### src/design/aoms_cfg.svh
// constants of the operating-mode sequencer
`ifndef AOMS_CFG_SVH
`define AOMS_CFG_SVH
// register offsets
`define AOMS_OFF_MODE 4'h0
`define AOMS_OFF_CTRL 4'h1
`define AOMS_OFF_STAT 4'h2
`define AOMS_OFF_IRQ_ST 4'h3
`define AOMS_OFF_IRQ_MSK 4'h4
`define AOMS_OFF_RES_LO 4'h5
`define AOMS_OFF_RES_HI 4'h6
`define AOMS_OFF_OFS 4'h7
`define AOMS_OFF_GAIN 4'h8
// mode register fields
`define AOMS_MODE_MSB 15
`define AOMS_MODE_LSB 13
`define AOMS_CH_MSB 1
`define AOMS_CH_LSB 0
`define AOMS_MODE_RST 16'h01b0
// timing
`define AOMS_CONV_CYC 16'd1000
`define AOMS_SETTLE_CYC 16'd3000
`define AOMS_CAL_CYC 16'd4000
`endif

### src/design/aoms_pkg.sv
// types of the operating-mode sequencer
package aoms_pkg;
  typedef enum logic [2:0] {
    AOMS_IDLE = 3'b000,
    AOMS_CONT = 3'b001,
    AOMS_SINGLE = 3'b010,
    AOMS_STBY = 3'b011,
    AOMS_ZS_SELF = 3'b100,
    AOMS_FS_SELF = 3'b101,
    AOMS_ZS_SYS = 3'b110,
    AOMS_FS_SYS = 3'b111
  } aoms_mode_type;

  typedef struct packed {
    logic [3:0] addr;
    logic [15:0] wdata;
    logic wr;
    logic rd;
  } aoms_bus_req_type;

  typedef struct packed {
    logic ofs_we;
    logic gain_we;
    logic [1:0] ch;
    logic [23:0] value;
  } aoms_cal_upd_type;
endpackage

### src/design/aoms_sync.sv
// two-flop synchroniser for a pin level
`timescale 1ns/1ps
`default_nettype none
module aoms_sync
(
  // clock and reset
  input wire logic i_clk_sys,
  input wire logic i_resetn,
  // level
  input wire logic i_async,
  output logic o_sync
);
  logic meta_q;

  always_ff @(posedge i_clk_sys or negedge i_resetn)
  begin
    if (!i_resetn)
    begin
      meta_q <= 1'b0;
      o_sync <= 1'b0;
    end
    else
    begin
      meta_q <= i_async;
      o_sync <= meta_q;
    end
  end
endmodule
`default_nettype wire

### src/design/aoms_timer.sv
// down counter that pulses when a started interval elapses
`timescale 1ns/1ps
`default_nettype none
module aoms_timer
#(
  parameter int WIDTH = 16
)
(
  // clock and reset
  input wire logic i_clk_sys,
  input wire logic i_resetn,
  // control
  input wire logic i_start,
  input wire logic i_abort,
  input wire logic [WIDTH-1:0] i_len,
  output logic o_busy,
  output logic o_done
);
  logic [WIDTH-1:0] cnt_q;

  always_ff @(posedge i_clk_sys or negedge i_resetn)
  begin
    if (!i_resetn)
    begin
      cnt_q <= '0;
      o_busy <= 1'b0;
      o_done <= 1'b0;
    end
    else
    begin
      o_done <= 1'b0;
      if (i_start)
      begin
        cnt_q <= i_len;
        o_busy <= 1'b1;
      end
      else if (i_abort)
        o_busy <= 1'b0;
      else if (o_busy)
      begin
        if (cnt_q <= WIDTH'(1))
        begin
          o_busy <= 1'b0;
          o_done <= 1'b1;
        end
        else
          cnt_q <= cnt_q - WIDTH'(1);
      end
    end
  end
endmodule
`default_nettype wire

### src/design/aoms_seq.sv
// operating-mode sequencer of a bridge sigma-delta converter
//
// Chosen here: the placing of the registers and the address-and-strobe port.
`timescale 1ns/1ps
`default_nettype none
`include "aoms_cfg.svh"
module aoms_seq
#(
  parameter logic [15:0] CONV_CYC = `AOMS_CONV_CYC,
  parameter logic [15:0] SETTLE_CYC = `AOMS_SETTLE_CYC,
  parameter logic [15:0] CAL_CYC = `AOMS_CAL_CYC
)
(
  // clock and reset
  input wire logic i_clk_sys,
  input wire logic i_resetn,
  // register port
  input wire aoms_pkg::aoms_bus_req_type i_bus,
  output logic [15:0] o_rdata,
  // pins
  input wire logic i_idle_hold,
  input wire logic i_standby,
  // converter datapath
  input wire logic [23:0] i_sample,
  output logic o_mod_reset,
  output logic o_power_down,
  output logic o_ready_n,
  output aoms_pkg::aoms_cal_upd_type o_cal_upd,
  output logic o_irq
);
  import aoms_pkg::*;

  // ==========================================
  // pin synchronisers
  logic hold_s;
  logic stby_s;

  aoms_sync u_sync_hold
  (
    .i_clk_sys(i_clk_sys),
    .i_resetn(i_resetn),
    .i_async(i_idle_hold),
    .o_sync(hold_s)
  );

  aoms_sync u_sync_stby
  (
    .i_clk_sys(i_clk_sys),
    .i_resetn(i_resetn),
    .i_async(i_standby),
    .o_sync(stby_s)
  );

  // ==========================================
  // registers
  logic [15:0] mode_reg_q;
  logic [23:0] result_q;
  logic [23:0] ofs_q [4];
  logic [23:0] gain_q [4];
  logic [2:0] irq_st_q;
  logic [2:0] irq_msk_q;
  logic ready_n_q;
  logic read_lo_q;
  logic tmr_busy;
  logic tmr_done;
  logic tmr_start;
  logic tmr_abort;
  logic [15:0] tmr_len;
  logic conv_done;
  logic cal_done;
  aoms_mode_type mode;
  logic [1:0] ch;
  logic halted;
  logic mode_wr;
  logic is_cal;

  assign mode = aoms_mode_type'(mode_reg_q[`AOMS_MODE_MSB:`AOMS_MODE_LSB]);
  assign ch = mode_reg_q[`AOMS_CH_MSB:`AOMS_CH_LSB];
  assign is_cal = mode_reg_q[`AOMS_MODE_MSB];
  assign halted = hold_s || stby_s;
  assign mode_wr = i_bus.wr && (i_bus.addr == `AOMS_OFF_MODE);

  // ==========================================
  // operation timer
  always_comb
  begin
    tmr_start = 1'b0;
    tmr_len = CONV_CYC;
    tmr_abort = mode_wr || halted;
    if (!halted && !tmr_busy && !mode_wr && !tmr_done)
    begin
      unique case (mode)
        AOMS_CONT:
        begin
          tmr_start = 1'b1;
          tmr_len = CONV_CYC;
        end
        AOMS_SINGLE:
        begin
          tmr_start = 1'b1;
          tmr_len = SETTLE_CYC;
        end
        AOMS_ZS_SELF, AOMS_FS_SELF, AOMS_ZS_SYS, AOMS_FS_SYS:
        begin
          tmr_start = 1'b1;
          tmr_len = CAL_CYC;
        end
        AOMS_IDLE, AOMS_STBY:
          tmr_start = 1'b0;
      endcase
    end
  end

  aoms_timer #(.WIDTH(16)) u_timer
  (
    .i_clk_sys(i_clk_sys),
    .i_resetn(i_resetn),
    .i_start(tmr_start),
    .i_abort(tmr_abort),
    .i_len(tmr_len),
    .o_busy(tmr_busy),
    .o_done(tmr_done)
  );

  assign conv_done = tmr_done && !halted && (mode == AOMS_CONT || mode == AOMS_SINGLE);
  assign cal_done = tmr_done && !halted && is_cal;

  // ==========================================
  // mode register
  always_ff @(posedge i_clk_sys or negedge i_resetn)
  begin
    if (!i_resetn)
      mode_reg_q <= `AOMS_MODE_RST;
    else if (mode_wr)
      mode_reg_q <= i_bus.wdata;
    else if (cal_done || (conv_done && mode == AOMS_SINGLE))
      mode_reg_q[`AOMS_MODE_MSB:`AOMS_MODE_LSB] <= AOMS_IDLE;
  end

  // ==========================================
  // result and calibration registers
  always_ff @(posedge i_clk_sys or negedge i_resetn)
  begin
    if (!i_resetn)
      result_q <= '0;
    else if (conv_done)
      result_q <= i_sample;
  end

  always_ff @(posedge i_clk_sys or negedge i_resetn)
  begin
    if (!i_resetn)
      o_cal_upd <= '0;
    else
    begin
      o_cal_upd <= '0;
      o_cal_upd.ch <= ch;
      o_cal_upd.value <= i_sample;
      if (cal_done)
      begin
        o_cal_upd.ofs_we <= (mode != AOMS_FS_SYS);
        o_cal_upd.gain_we <= (mode == AOMS_FS_SELF) || (mode == AOMS_FS_SYS);
      end
    end
  end

  always_ff @(posedge i_clk_sys or negedge i_resetn)
  begin
    if (!i_resetn)
    begin
      for (int i = 0; i < 4; i++)
        ofs_q[i] <= '0;
    end
    else if (o_cal_upd.ofs_we)
      ofs_q[o_cal_upd.ch] <= o_cal_upd.value;
  end

  always_ff @(posedge i_clk_sys or negedge i_resetn)
  begin
    if (!i_resetn)
    begin
      for (int i = 0; i < 4; i++)
        gain_q[i] <= '0;
    end
    else if (o_cal_upd.gain_we)
      gain_q[o_cal_upd.ch] <= o_cal_upd.value;
  end

  // ==========================================
  // ready flag
  // a calibration write wins over a conversion ending in the same cycle
  always_ff @(posedge i_clk_sys or negedge i_resetn)
  begin
    if (!i_resetn)
      ready_n_q <= 1'b1;
    else if (mode_wr && i_bus.wdata[`AOMS_MODE_MSB])
      ready_n_q <= 1'b1;
    else if (conv_done)
      ready_n_q <= 1'b0;
    else if (cal_done)
      ready_n_q <= 1'b0;
    else if (i_bus.rd && i_bus.addr == `AOMS_OFF_RES_HI && read_lo_q)
      ready_n_q <= 1'b1;
  end

  // low half of the result read since the last update
  always_ff @(posedge i_clk_sys or negedge i_resetn)
  begin
    if (!i_resetn)
      read_lo_q <= 1'b0;
    else if (conv_done)
      read_lo_q <= 1'b0;
    else if (i_bus.rd && i_bus.addr == `AOMS_OFF_RES_LO)
      read_lo_q <= 1'b1;
  end

  // ==========================================
  // interrupts: conversion done, calibration done, halted
  always_ff @(posedge i_clk_sys or negedge i_resetn)
  begin
    if (!i_resetn)
    begin
      irq_st_q <= '0;
      irq_msk_q <= '0;
    end
    else
    begin
      if (i_bus.wr && i_bus.addr == `AOMS_OFF_IRQ_MSK)
        irq_msk_q <= i_bus.wdata[2:0];
      irq_st_q <= (irq_st_q & ~((i_bus.wr && i_bus.addr == `AOMS_OFF_IRQ_ST) ? i_bus.wdata[2:0] : 3'h0))
                  | {halted, cal_done, conv_done};
    end
  end

  // ==========================================
  // outputs and read port
  always_ff @(posedge i_clk_sys or negedge i_resetn)
  begin
    if (!i_resetn)
      o_mod_reset <= 1'b1;
    else
      o_mod_reset <= hold_s || mode == AOMS_IDLE || mode == AOMS_STBY || stby_s;
  end

  always_ff @(posedge i_clk_sys or negedge i_resetn)
  begin
    if (!i_resetn)
      o_power_down <= 1'b0;
    else
      o_power_down <= stby_s || mode == AOMS_STBY;
  end

  always_ff @(posedge i_clk_sys or negedge i_resetn)
  begin
    if (!i_resetn)
      o_irq <= 1'b0;
    else
      o_irq <= |(irq_st_q & irq_msk_q);
  end

  always_ff @(posedge i_clk_sys or negedge i_resetn)
  begin
    if (!i_resetn)
      o_ready_n <= 1'b1;
    else
      o_ready_n <= ready_n_q;
  end

  always_ff @(posedge i_clk_sys or negedge i_resetn)
  begin
    if (!i_resetn)
      o_rdata <= '0;
    else if (i_bus.rd)
    begin
      unique case (i_bus.addr)
        `AOMS_OFF_MODE: o_rdata <= mode_reg_q;
        `AOMS_OFF_CTRL: o_rdata <= {14'h0, stby_s, hold_s};
        `AOMS_OFF_STAT: o_rdata <= {12'h0, tmr_busy, o_power_down, o_mod_reset, ready_n_q};
        `AOMS_OFF_IRQ_ST: o_rdata <= {13'h0, irq_st_q};
        `AOMS_OFF_IRQ_MSK: o_rdata <= {13'h0, irq_msk_q};
        `AOMS_OFF_RES_LO: o_rdata <= result_q[15:0];
        `AOMS_OFF_RES_HI: o_rdata <= {8'h0, result_q[23:16]};
        `AOMS_OFF_OFS: o_rdata <= ofs_q[ch][15:0];
        `AOMS_OFF_GAIN: o_rdata <= gain_q[ch][15:0];
        default: o_rdata <= 16'h0000;
      endcase
    end
    else
      o_rdata <= 16'h0000;
  end
endmodule
`default_nettype wire

### config.mk
export PLATFORM = sky130hd
export DESIGN_NAME = aoms_seq
export DESIGN_NICKNAME = d
export VERILOG_FILES = /design/src/design/aoms_pkg.sv /design/src/design/aoms_sync.sv /design/src/design/aoms_timer.sv /design/src/design/aoms_seq.sv
export VERILOG_INCLUDE_DIRS = /design/src /design/src/design
export SDC_FILE = /design/constraint.sdc
export NUM_CORES = 1
export LEC_CHECK = 0
export ABC_AREA = 1
export BUFFER_PORTS_ARGS = -buffer_cell sky130_fd_sc_hd__buf_2
export CORE_UTILIZATION = 58
export DETAILED_ROUTE_END_ITERATION = 8
export PLACE_DENSITY = 0.86
export RECOVER_POWER = 100
export SLEW_MARGIN = 0
export SYNTH_ARGS = -nofsm -noshare
export SYNTH_HDL_FRONTEND = slang
export SYNTH_SLANG_ARGS = --single-unit
export TNS_END_PERCENT = 5
### constraint.sdc
create_clock -name i_clk_sys -period 2 [get_ports i_clk_sys]
set_input_delay 0.3 -clock i_clk_sys [delete_from_list [all_inputs] [get_ports i_clk_sys]]
set_output_delay 0.3 -clock i_clk_sys [all_outputs]
set_load 0.1 [all_outputs]
After elaboration in Yosys (flattened, before gate mapping):

Index checks and enable logic that the tools add are counted.

* add/sub/neg operators: 1
* order comparisons: 4
* equality and inequality tests: 18
* muxes and demuxes: 38
* bitwise operators: 6
* reduce and logical (&&, ||, !) cells: 39

Operators by type and width (count)
* bitwise mux 96 bit: 2
* 2-to-1 mux 16 bit: 10
* case mux 16 bit (9 select lines): 1
* binary-select mux 24 bit (select 2 bit): 2
* demux 24 bit (select 2 bit): 1
* 2-to-1 mux 24 bit: 1
* case mux 12 bit (2 select lines): 1
* equality test 4 x 3 -> 1 bit (second input constant): 4
* less-or-equal comparator 16 x 1 -> 1 bit (second input constant): 1
* subtractor 16 x 1 -> 16 bit (second input constant): 1
* logical AND 1 bit: 15
* 2-to-1 mux 1 bit: 15
* equality test 3 bit (second input constant): 4
* logical OR 1 bit: 9
* 2-to-1 mux 3 bit: 3
* equality test 4 x 2 -> 1 bit (second input constant): 2
* bitwise AND 3 bit: 2
* equality test 3 x 2 -> 1 bit (second input constant): 2
* >= comparator 3 bit (second input constant): 2
* NOT 2 -> 3 bit: 2
* nonzero test 2 bit: 3
* OR reduction 6 bit: 1
* equality test 4 x 1 -> 1 bit (second input constant): 1
* equality test 4 bit (second input constant): 1
* 16 further kinds: 20

* register bits: 310
* output and inout port bits: 48
* word-level logic and storage cells: 137

Logic depth before layout (Yosys ltp):

Gate-level depths: netlist of run 1.

* depth after elaboration: 8
* gate-level depth with buffers: 12
* mapped depth without buffers: 11

By module:

From an unflattened synthesis of run 1, not the netlist that was laid out.

* cells, all modules: 1444
* area, all modules: 11325.9 um2

Modules (own cells, without submodules)
* aoms_seq: instances 1, cells an instance 1240, area an instance 9934.5 um2
* aoms_timer: instances 1, cells an instance 200, area an instance 1291.2 um2
* aoms_sync: instances 2, cells an instance 2, area an instance 50.0 um2

Least setup slack after synthesis of run 1:

Ideal clock, no wire load.

* path kind: reg-to-reg
* start point: register o_cal_upd[25] (netlist name)
* end point: register gain_q[10] (netlist name)
* setup time: 132 ps
* arrival: 1652 ps
* path slack: 216 ps
* cell stages (with the launch flop): 5
* path buffers: 1
* period minus slack after synthesis: 1784 ps
* path through: dfrtp_1 nand3_1 clkbuf_1 nand2_1 o21ai_0

* longest elaborated chain between the ends: 6
* elaborated cells between the ends (all ways): 7

RTL lines
* start, declared: line aoms_seq.sv:28 `output aoms_pkg::aoms_cal_upd_type o_cal_upd,`
* NOT 2 -> 3 bit (implied by the code) *: line aoms_seq.sv:186 `gain_q[o_cal_upd.ch] <= o_cal_upd.value;`
* >= comparator 3 bit (implied by the code) or less-than comparator 3 x 1 -> 1 bit (tied branches): line aoms_seq.sv:186
* logical AND 1 bit (implied by the code): line aoms_seq.sv:186
* 2-to-1 mux 24 bit (implied by the code): line aoms_seq.sv:186
* demux 24 bit (select 2 bit) *: line aoms_seq.sv:186
* bitwise mux 96 bit *: line aoms_seq.sv:186
* end signal, assigned by index: line aoms_seq.sv:186
* end, declared: line aoms_seq.sv:59 `logic [23:0] gain_q [4];`

Mark *: on every way between the ends. The rest lies on a longest branch, timed or not.
A chain may end at the register's enable or synchronous reset.

Worst setup path after layout of run 1:

* start point: register mode_reg_q[1]
* end point: register o_rdata[1]

* longest elaborated chain between the ends: 6
* elaborated cells between the ends (all ways): 9

RTL lines
* start, declared: line aoms_seq.sv:56 `logic [15:0] mode_reg_q;`
* start signal, assigned: line aoms_seq.sv:133 `` mode_reg_q <= `AOMS_MODE_RST; ``
* start signal, assigned: line aoms_seq.sv:135 `mode_reg_q <= i_bus.wdata;`
* NOT 2 -> 3 bit (implied by the code): line aoms_seq.sv:283, aoms_seq.sv:284
* binary-select mux 24 bit (select 2 bit), on equally long branches: line aoms_seq.sv:284, aoms_seq.sv:283
* 2-to-1 mux 16 bit, on equally long branches (2 in series): line aoms_seq.sv:284, aoms_seq.sv:283
* case mux 16 bit (9 select lines) *: line aoms_seq.sv:275 `unique case (i_bus.addr)`
* 2-to-1 mux 16 bit *: line aoms_seq.sv:273 `else if (i_bus.rd)`
* end signal, assigned: line aoms_seq.sv:276 `` `AOMS_OFF_MODE: o_rdata <= mode_reg_q; ``
* end signal, assigned: line aoms_seq.sv:277 `` `AOMS_OFF_CTRL: o_rdata <= {14'h0, stby_s, hold_s}; ``
* end signal, assigned: line aoms_seq.sv:284 `` `AOMS_OFF_GAIN: o_rdata <= gain_q[ch][15:0]; ``
* end, declared: line aoms_seq.sv:19 `output logic [15:0] o_rdata,`

Mark *: on every way between the ends. The rest lies on a longest branch, timed or not. The select of a mux whose other input is x is not followed.

==> results of run 1 <==
[state kept, by name (all words and copies together) (netlist names), 3 cells and up]
| register | cells |
|---|---|
| mode_reg_q | 16 |
| u_timer.cnt_q | 16 |
| result_q | 24 |
| irq_msk_q | 3 |
| gain_q | 64 |
| ofs_q | 64 |
| o_cal_upd | 28 |
| irq_st_q | 3 |
| o_rdata | 16 |
[layer usage]
metal	wire, um	share of wire [%]	track usage, %
met4	696	2.5	8.96
met3	2410	8.6	4.95
met2	13500	48	50.1
met1	11300	41	41.1
met5	0	0	0
[stage by stage]
step / hold WS, ns / std cells
after global placement: 0.242 / 1596
after detailed placement: 0.242 / 1596
after floorplan: 0.00441 / 1297
after CTS: 0.00314 / 1673
final: 0.00177 / 1673
after global routing: 0.0151 / 1673
[timing repair]
action	CTS	global route
endpoints found under the hold margin	76	0
hold buffers	32	0
resized for setup	0	0
setup endpoints to repair	0	0
[cell families (layout without fill, tap and decap cells)]
kind of cell	count (synthesis)	after routing	synth area share, %
AOI/OAI and AO/OA	254	254	11.9
xor gates and xnor gates	6	6	0.490
adders and majority gates	2	2	0.233
buffers and inverters	162	309	6.01
DFF	246	246	57.4
and+or+nand+nor	627	627	23.9
[power by group]
| group | leakage, uW | internal [uW] | switching, uW |
|---|---|---|---|
| Clock | 0.000391 | 2640 | 1850 |
| Sequential | 0.00319 | 5320 | 292 |
| Combinational | 0.00274 | 792 | 1960 |
| Total | 0.00632 | 8750 | 4100 |
[tightest hold or removal path, stage by stage]
cell	delay [ns]
buf_2	0.08
nand2_1	0.05
nand2_1	0.05
[worst paths after layout]
path / startpoint / end / depth (start not counted)
max reg2reg: mode_reg_q[1] / o_rdata[1] / 7
max: mode_reg_q[1] / o_rdata[1] / 7
min: i_bus[12] / mode_reg_q[10] / 3
min reg2reg: u_sync_hold.meta_q / u_sync_hold.o_sync / 0
min in group asynchronous: i_resetn / gain_q[80] / 2
max in group asynchronous: i_resetn / mode_reg_q[8] / 3
[layout make-up]
type                    instances  area share (%)
flip-flops and latches        246            49.1
multi-input cells             889            31.1
repair buffers                161            8.15
clock buffers                  43            6.23
inverters                     103            3.08
well taps                     229            2.28
clock inverters                 2          0.0796
[placed cells by master, fill, tap and decap left out, drive strengths merged, types with 7 or more instances in the layout]
| cell | n |
|---|---|
| nand2 | 380 |
| dfrtp | 239 |
| o21ai | 237 |
| nor2 | 155 |
| clkbuf | 132 |
| inv | 103 |
| nand3 | 77 |
| buf | 40 |
| dlygate4sd3 | 32 |
| a21oi | 11 |
| nand4 | 10 |
| dfstp | 7 |
==> impl_metrics.env, run 1 <==
export IMPL_synth_distinct_cells=31
export IMPL_initial_utilization_pct=59.6
export IMPL_wirelength_mm=27.9
export IMPL_synth_seq_cells=246
export IMPL_cpPeakStageDelay_ns=0.53
export IMPL_post_cts_buffers=0
export IMPL_max_freq_mhz=521
export IMPL_post_synth_cell_area_avg_um2=8.28
export IMPL_setup_slack_ns=0.0823
export IMPL_grt_antenna_before_repair=0
export IMPL_grt_max_degree=66
export IMPL_reg2reg_slack_ns=0.08
export IMPL_row_count=49
export IMPL_fin_crit_sh_pct=95.9
export IMPL_netlist_area_mm2=0.0107
export IMPL_leakage_uw=0.00632
export IMPL_drive_gt1_share_pct=10.6
export IMPL_min_period_ns=1.92
export IMPL_p_total_uw=12900
export IMPL_tns_ns=0
export IMPL_grt_usage_pct=30.2
export IMPL_syn2layout_area_growth_pct=17.1
export IMPL_fin_util_pct=69.7
export IMPL_cts_tree="done"
export IMPL_hp_class="input port to register"
export IMPL_max_cap_violations=0
export IMPL_required_ns=2.39
export IMPL_drt_iter0_markers=861
export IMPL_skew_ns=0.0121
export IMPL_multi_input_area_mm2=0.00391
export IMPL_synth_area_leaders="dfrtp_1, nand2_1, o21ai_0, nor2_1, nand3_1"
export IMPL_clk_latency_ns=0.52
export IMPL_antennaDiodeCount=0
export IMPL_netlist_instances=1297
export IMPL_layout_nets=1478
export IMPL_viasPerCell=5.55
export IMPL_crit_top_cell="nor2_1"
export IMPL_synth_top_cell_area_share_pct=55.7
export IMPL_status="completed"
export IMPL_yosysWarnings=0
export IMPL_dp_worst_setup_slack_ns=0.267
export IMPL_finalHoldViolCount=0
export IMPL_cp_start_kind="register"
export IMPL_async_flop_share_pct=100
export IMPL_cts_max_level=1
export IMPL_wl_per_cell_um=16.7
export IMPL_synth_most_common_cell="nand2_1"
export IMPL_tightest_slew_ns=1.46
export IMPL_fp_dieW_um=138
export IMPL_die_area_mm2=0.0191
export IMPL_crit_type="register to register"
export IMPL_place_area_mm2=0.0116
export IMPL_ys_seq_area_share_pct=57.4
export IMPL_cpMaxStageDelayCell="clkbuf_1"
export IMPL_clock_sinks=246
export IMPL_setup_violations=0
export IMPL_routabilityCongestion=0.913
export IMPL_final_area_mm2=0.0126
export IMPL_ff_latch_area_mm2=0.00617
export IMPL_critPathTopFamily="buffers and inverters"
export IMPL_maxSlewViolCount=0
export IMPL_cp_num_buf_inv=2
export IMPL_fp_dieH_um=138
export IMPL_port_buffer_count=97
export IMPL_p_per_area_mw_per_mm2=1020
export IMPL_drt_pass1_iter_count=6
export IMPL_ir_worst_vdd_v=0.000760
export IMPL_path_clk_slew_ns=0.06
export IMPL_synth_commonest_cells="nand2_1, dfrtp_1, o21ai_0"
export IMPL_core_mm2=0.0180
export IMPL_cp_max_fo=10
export IMPL_grt_pass1_vias=9195
export IMPL_vias=9291
export IMPL_worstPathArrival_ns=2.31
export IMPL_endpoint_kind="register"
export IMPL_clock_root_buffer="clkbuf_16"
export IMPL_rsz0062_at_grt="no"
export IMPL_synth_edf_count=0
export IMPL_synth_nets=1349
export IMPL_final_antenna_net_count=0
export IMPL_io_pins=98
export IMPL_synth_largest_area_cell="dfrtp_1"
export IMPL_cts_buffer_depth=3
export IMPL_grt_pass1_wl_mm=46.4
export IMPL_drc_errors=0
export IMPL_grt_overflow_total=0
export IMPL_relSlewSlack_pct=2.88
export IMPL_dp_hpwl_mm=18.0
export IMPL_yosys_most_used_dff="dfrtp_1"
export IMPL_path_cells="inv_1 > clkbuf_1 > nor2_1 > nor2_1 > nand3_1 > nor2_1 > nor2_1"
export IMPL_cts_made_buffers=25
export IMPL_fillers=1380
Power figures use the tool's default switching activity.
==> inputs of run 2 (changes only) <==
Settings changed: CAP_MARGIN set to 30, TNS_END_PERCENT 5 to 30.
Clock period 2 ns to 1.85 ns, I/O delays scaled along.
==> run 2 against run 1 <==
  * Cell count rose by 0.54%
  * Wire length rose by 6.4%
  * Register-to-register slack improved by 0.06 ns
  * Die area did not move
  * Worst setup slack got worse by 0.032 ns
  * Sequential share of layout area fell by 0.55 points
  * Non-clock buffer count rose by 10
==> impl_metrics.env, run 2 (synthesis gave the netlist of run 1 again) <==
export IMPL_worstPathArrival_ns=1.52
export IMPL_max_cap_violations=0
export IMPL_final_antenna_net_count=0
export IMPL_grt_pass1_vias=9625
export IMPL_initial_utilization_pct=59.6
export IMPL_cts_made_buffers=25
export IMPL_grt_pass1_wl_mm=48.2
export IMPL_p_per_area_mw_per_mm2=1110
export IMPL_path_cells="clkbuf_2"
export IMPL_drt_pass1_iter_count=8
export IMPL_setup_violations=0
export IMPL_cts_buffer_depth=3
export IMPL_viasPerCell=5.71
export IMPL_reg_top3="gain_q (64), ofs_q (64), o_cal_upd (28)"
export IMPL_hp_class="input port to register"
export IMPL_tns_ns=0
export IMPL_clock_sinks=246
export IMPL_r2r_end="ofs_q[75]"
export IMPL_rsz0062_at_grt="no"
export IMPL_drive_gt1_share_pct=11.4
export IMPL_crit_end="o_mod_reset"
export IMPL_reg2reg_slack_ns=0.14
export IMPL_crit_path_start="o_mod_reset"
export IMPL_die_area_mm2=0.0191
export IMPL_cp_num_cells=1
export IMPL_clock_root_buffer="clkbuf_16"
export IMPL_core_mm2=0.0180
export IMPL_maxSlewViolCount=0
export IMPL_cp_start_kind="register"
export IMPL_max_freq_mhz=556
export IMPL_final_common_cell="nand2_1"
export IMPL_grt_antenna_before_repair=0
export IMPL_cp_max_fo=2
export IMPL_drt_iter0_markers=928
export IMPL_fin_crit_sh_pct=97.3
export IMPL_layout_nets=1488
export IMPL_tightest_slew_ns=0.775
export IMPL_critPathTopFamily="flip-flops"
export IMPL_grt_overflow_total=0
export IMPL_clk_latency_ns=0.53
export IMPL_cpPeakStageDelay_ns=0.55
export IMPL_wl_per_cell_um=17.7
export IMPL_grt_max_degree=65
export IMPL_status="completed"
export IMPL_relSlewSlack_pct=48.3
export IMPL_min_period_ns=1.80
export IMPL_required_ns=1.57
export IMPL_drc_errors=0
export IMPL_io_pins=98
export IMPL_antennaDiodeCount=0
export IMPL_fp_dieH_um=138
export IMPL_crit_type="register to primary output"
export IMPL_vias=9609
export IMPL_cpMaxStageDelayCell="dfstp_2"
export IMPL_endpoint_kind="primary output"
export IMPL_grt_usage_pct=31.6
export IMPL_wirelength_mm=29.7
export IMPL_path_clk_slew_ns=0.06
export IMPL_row_count=49
export IMPL_finalHoldViolCount=0
export IMPL_syn2layout_area_growth_pct=18.4
export IMPL_fp_dieW_um=138
export IMPL_port_buffer_count=97
export IMPL_ir_worst_vdd_v=0.000995
export IMPL_layout_common_cells="nand2_1, dfrtp_1, o21ai_0"
export IMPL_dp_hpwl_mm=17.8
export IMPL_timing_rr_start="o_cal_upd[25]"
export IMPL_routabilityCongestion=0.859
export IMPL_leakage_uw=0.00640
export IMPL_cp_num_buf_inv=1
export IMPL_holdWs_ns=0.0125
export IMPL_cts_max_level=1
export IMPL_stdcell_count=1682
export IMPL_reg2reg_depth=4
export IMPL_skew_ns=0.0171
export IMPL_dpl_cell_count=1596
export IMPL_cts_tree="done"
==> run 2: cell type report <==
class                           count  area (um^2)
Sequential cell                   246         6170
Fill cell                        1355         5320
Multi-Input combinational cell    889         3910
Timing Repair Buffer              171         1150
Clock buffer                       35          713
Inverter                          103          387
Tap cell                          229          287
Clock inverter                      9         98.8
==> run 2: through the flow <==
stage	total power (uW)	setup WS (ns)	instance area (um^2)	util [%]
3_3_place_gp	9010	0.173	11600	64.3
3_5_place_dp	9080	0.114	11600	64.3
6_report	14200	0.0503	12700	70.5
4_1_cts	14100	0.0783	12800	71.0
5_1_grt	14800	0.00724	12700	70.5
2_1_floorplan	8230	0.0660	10700	-
==> run 2: worst min path at each step <==
stage / startpoint / endpoint / slack (ns) / cells after the start
2_1_floorplan: i_resetn / gain_q[0] / -0.02 / 0
3_3_place_gp: i_resetn / ofs_q[8] / 0.21 / 1
3_5_place_dp: i_resetn / ofs_q[56] / 0.21 / 1
4_1_cts: i_bus[9] / mode_reg_q[7] / 0.009 / 3
5_1_grt: i_bus[9] / mode_reg_q[7] / 0.04 / 3
6_report: i_bus[9] / mode_reg_q[7] / 0.01 / 3
==> run 2: repair_timing <==
item	in CTS	in global routing
endpoints found under the setup margin	0	13
gates resized for setup	0	0
hold endpoints to repair	82	0
hold buffers	39	0
buffers inserted	0	3
==> run 2: metal layers <==
layer / up-vias / global-route usage [%] / part of all wire, %
met5: - / 0 / 0
met1: 4584 / 40.2 / 39
li1: 4417 / - / -
met4: 0 / 16.0 / 4.9
met2: 496 / 51.4 / 48
met3: 112 / 6.58 / 8.7
==> run 2: where the power goes <==
part / leakage, uW / total (uW) / switching (uW) / internal, uW
clock network: 0.000406 / 5040 / 2080 / 2960
logic: 0.00281 / 3050 / 2150 / 892
registers: 0.00319 / 6070 / 319 / 5750
total: 0.00640 / 14200 / 4560 / 9600
==> run 2: worst register-to-register path, delay by kind of cell (launching register included) <==
kind / cells / cell delay [ns]
simple gates: 2 / 0.23
flops: 1 / 0.44
compound gates: 1 / 0.46
buf+inv: 1 / 0.45
==> inputs of run 3 (changes only) <==
Settings changed: CORE_ASPECT_RATIO set to 2, CTS_CLUSTER_DIAMETER set to 150.
==> run 3 against run 2 <==
  * Maximum frequency is 0.16% higher
  * Total power fell by 4.1%
  * Global-route usage is 0.084 points lower
  * Sequential power about the same
  * Register-to-register slack got worse by 0.09 ns
  * Non-clock buffer count shrank 9
  * Via count is 0.16% lower
  * Wire length is 1.3% lower
  * Largest cell class unchanged
  * Largest power group unchanged
  * Highest routed layer unchanged
==> impl_metrics.env, run 3 (synthesis gave the netlist of run 1 again) <==
export IMPL_status="completed"
export IMPL_cts_buffer_depth=3
export IMPL_initial_utilization_pct=58.9
export IMPL_fp_dieH_um=194
export IMPL_reg2reg_slack_ns=0.05
export IMPL_max_freq_mhz=557
export IMPL_timing_rr_start="u_timer.cnt_q[0]"
export IMPL_endpoint_kind="primary output"
export IMPL_p_total_uw=13600
export IMPL_stdcell_count=1656
export IMPL_cts_max_level=1
export IMPL_drt_iter0_markers=869
export IMPL_routabilityCongestion=0.897
export IMPL_path_cells="buf_2"
export IMPL_hp_class="input port to register"
export IMPL_clk_latency_ns=0.52
export IMPL_dp_hpwl_mm=19.1
export IMPL_worstPathArrival_ns=1.52
export IMPL_wirelength_mm=29.3
export IMPL_wl_per_cell_um=17.7
export IMPL_core_mm2=0.0182
export IMPL_grt_max_degree=65
export IMPL_clock_root_buffer="clkbuf_16"
export IMPL_final_common_cell="nand2_1"
export IMPL_reg2reg_depth=11
export IMPL_path_clk_slew_ns=0.07
export IMPL_ir_worst_vdd_v=0.000862
export IMPL_min_path_cells=3
export IMPL_grt_overflow_total=0
export IMPL_p_comb_share_pct=22.9
export IMPL_cp_max_fo=2
export IMPL_dpl_cell_count=1582
export IMPL_cpPeakStageDelay_ns=0.56
export IMPL_fp_dieW_um=98.2
export IMPL_min_from="i_bus[5]"
export IMPL_vias=9594
export IMPL_layout_common_cells="nand2_1, dfrtp_1, o21ai_0"
export IMPL_drt_pass1_iter_count=8
export IMPL_grt_usage_pct=31.5
export IMPL_tns_ns=0
export IMPL_swShare_pct=33.2
export IMPL_viasPerCell=5.79
export IMPL_clock_sinks=246
export IMPL_setup_violations=0
export IMPL_fin_crit_sh_pct=97.1
export IMPL_r2r_end="u_timer.cnt_q[5]"
export IMPL_cts_made_buffers=22
export IMPL_cp_start_kind="register"
export IMPL_syn2layout_area_growth_pct=16.6
export IMPL_dp_worst_setup_slack_ns=0.128
export IMPL_row_count=70
export IMPL_maxSlewViolCount=0
export IMPL_leakage_uw=0.00632
export IMPL_cts_tree="done"
export IMPL_power_switching_uw=4510
export IMPL_tightest_slew_ns=0.860
export IMPL_cp_num_buf_inv=1
export IMPL_crit_type="register to primary output"
export IMPL_grt_pass1_vias=9823
export IMPL_layout_nets=1476
export IMPL_finalHoldViolCount=0
export IMPL_max_cap_violations=0
export IMPL_min_period_ns=1.80
export IMPL_port_buffer_count=97
export IMPL_setup_slack_ns=0.0533
export IMPL_antennaDiodeCount=0
export IMPL_p_clk_share_pct=32.4
export IMPL_cpMaxStageDelayCell="dfstp_2"
export IMPL_required_ns=1.57
export IMPL_seq_power_share_pct=44.7
export IMPL_critPathTopFamily="flip-flops"
export IMPL_skew_ns=0.0268
export IMPL_drive_gt1_share_pct=10.8
export IMPL_final_antenna_net_count=0
export IMPL_p_per_area_mw_per_mm2=1090
export IMPL_relSlewSlack_pct=42.7
export IMPL_grt_pass1_wl_mm=47.6
export IMPL_grt_antenna_before_repair=0
export IMPL_drc_errors=0
export IMPL_reg_top3="gain_q (64), ofs_q (64), o_cal_upd (28)"
export IMPL_io_pins=98
export IMPL_holdPathEnd="mode_reg_q[3]"
export IMPL_intPower_uw=9070
export IMPL_die_area_mm2=0.0191
run 3: metal layers:
metal / global-route usage [%] / share of wire [%] / vias up
met5: 0 / 0 / -
met4: 19.7 / 6.0 / 0
met3: 3.56 / 6.4 / 127
met2: 55.1 / 52 / 482
met1: 36.5 / 35 / 4593
li1: - / - / 4392
run 3: area by class of cell:
cell class,count,area (um^2)
well taps,216,270
repair buffers,162,1090
fillers,1378,5710
flip-flops and latches,246,6160
multi-input cells,889,3920
clock buffers,33,602
clock inverters,7,75.1
inverters,103,387
run 3: power groups by stage:
stage | Combinational [uW] | Clock, uW | Sequential (uW)
global placement | 2950 | 0 | 6140
detailed placement | 3010 | 0 | 6150
floorplan | 1640 | 0 | 6590
CTS | 3090 | 4410 | 6050
global route | 3420 | 4610 | 6090
finish | 3110 | 4400 | 6060
run 3: worst max-delay path by stage:
stage / startpoint / end / slack, ns / cells past startpoint
6_report: o_mod_reset / o_mod_reset / 0.05 / 1
5_1_grt: u_timer.cnt_q[0] / u_timer.cnt_q[5] / -0.05 / 11
4_1_cts: o_mod_reset / o_mod_reset / 0.06 / 1
3_5_place_dp: u_timer.cnt_q[0] / u_timer.cnt_q[5] / 0.13 / 11
3_3_place_gp: i_bus[21] / o_rdata[2] / 0.21 / 8
2_1_floorplan: o_cal_upd[25] / gain_q[10] / 0.07 / 4
run 3: what timing repair did:
item / 4_1_cts / 5_1_grt
hold buffers: 33 / 0
setup endpoints to repair: 0 / 2
hold endpoints to repair: 77 / 0
setup buffers: 0 / 1
resized for setup: 0 / 3
run 3: worst register-to-register path, cell delays in order, from the launching register on:
cell and delay (ns):
dfrtp_1 0.41, inv_1 0.13, ha_2 0.23, inv_1 0.05
nand2_1 0.06, nand2_1 0.05, nor2_1 0.09, nand3_1 0.16
nand2_4 0.19, nand2_8 0.11, o21ai_1 0.12, nand2_1 0.07
run 3: stage by stage:
stage / utilization [%] / hold WS [ns] / area, um^2
after global routing: 68.7 / 0.0215 / 12500
after CTS: 69.1 / 0.00954 / 12600
after floorplan: - / -0.0181 / 10700
final: 68.7 / 0.0205 / 12500
after global placement: 63.6 / 0.208 / 11600
after detailed placement: 63.6 / 0.211 / 11600
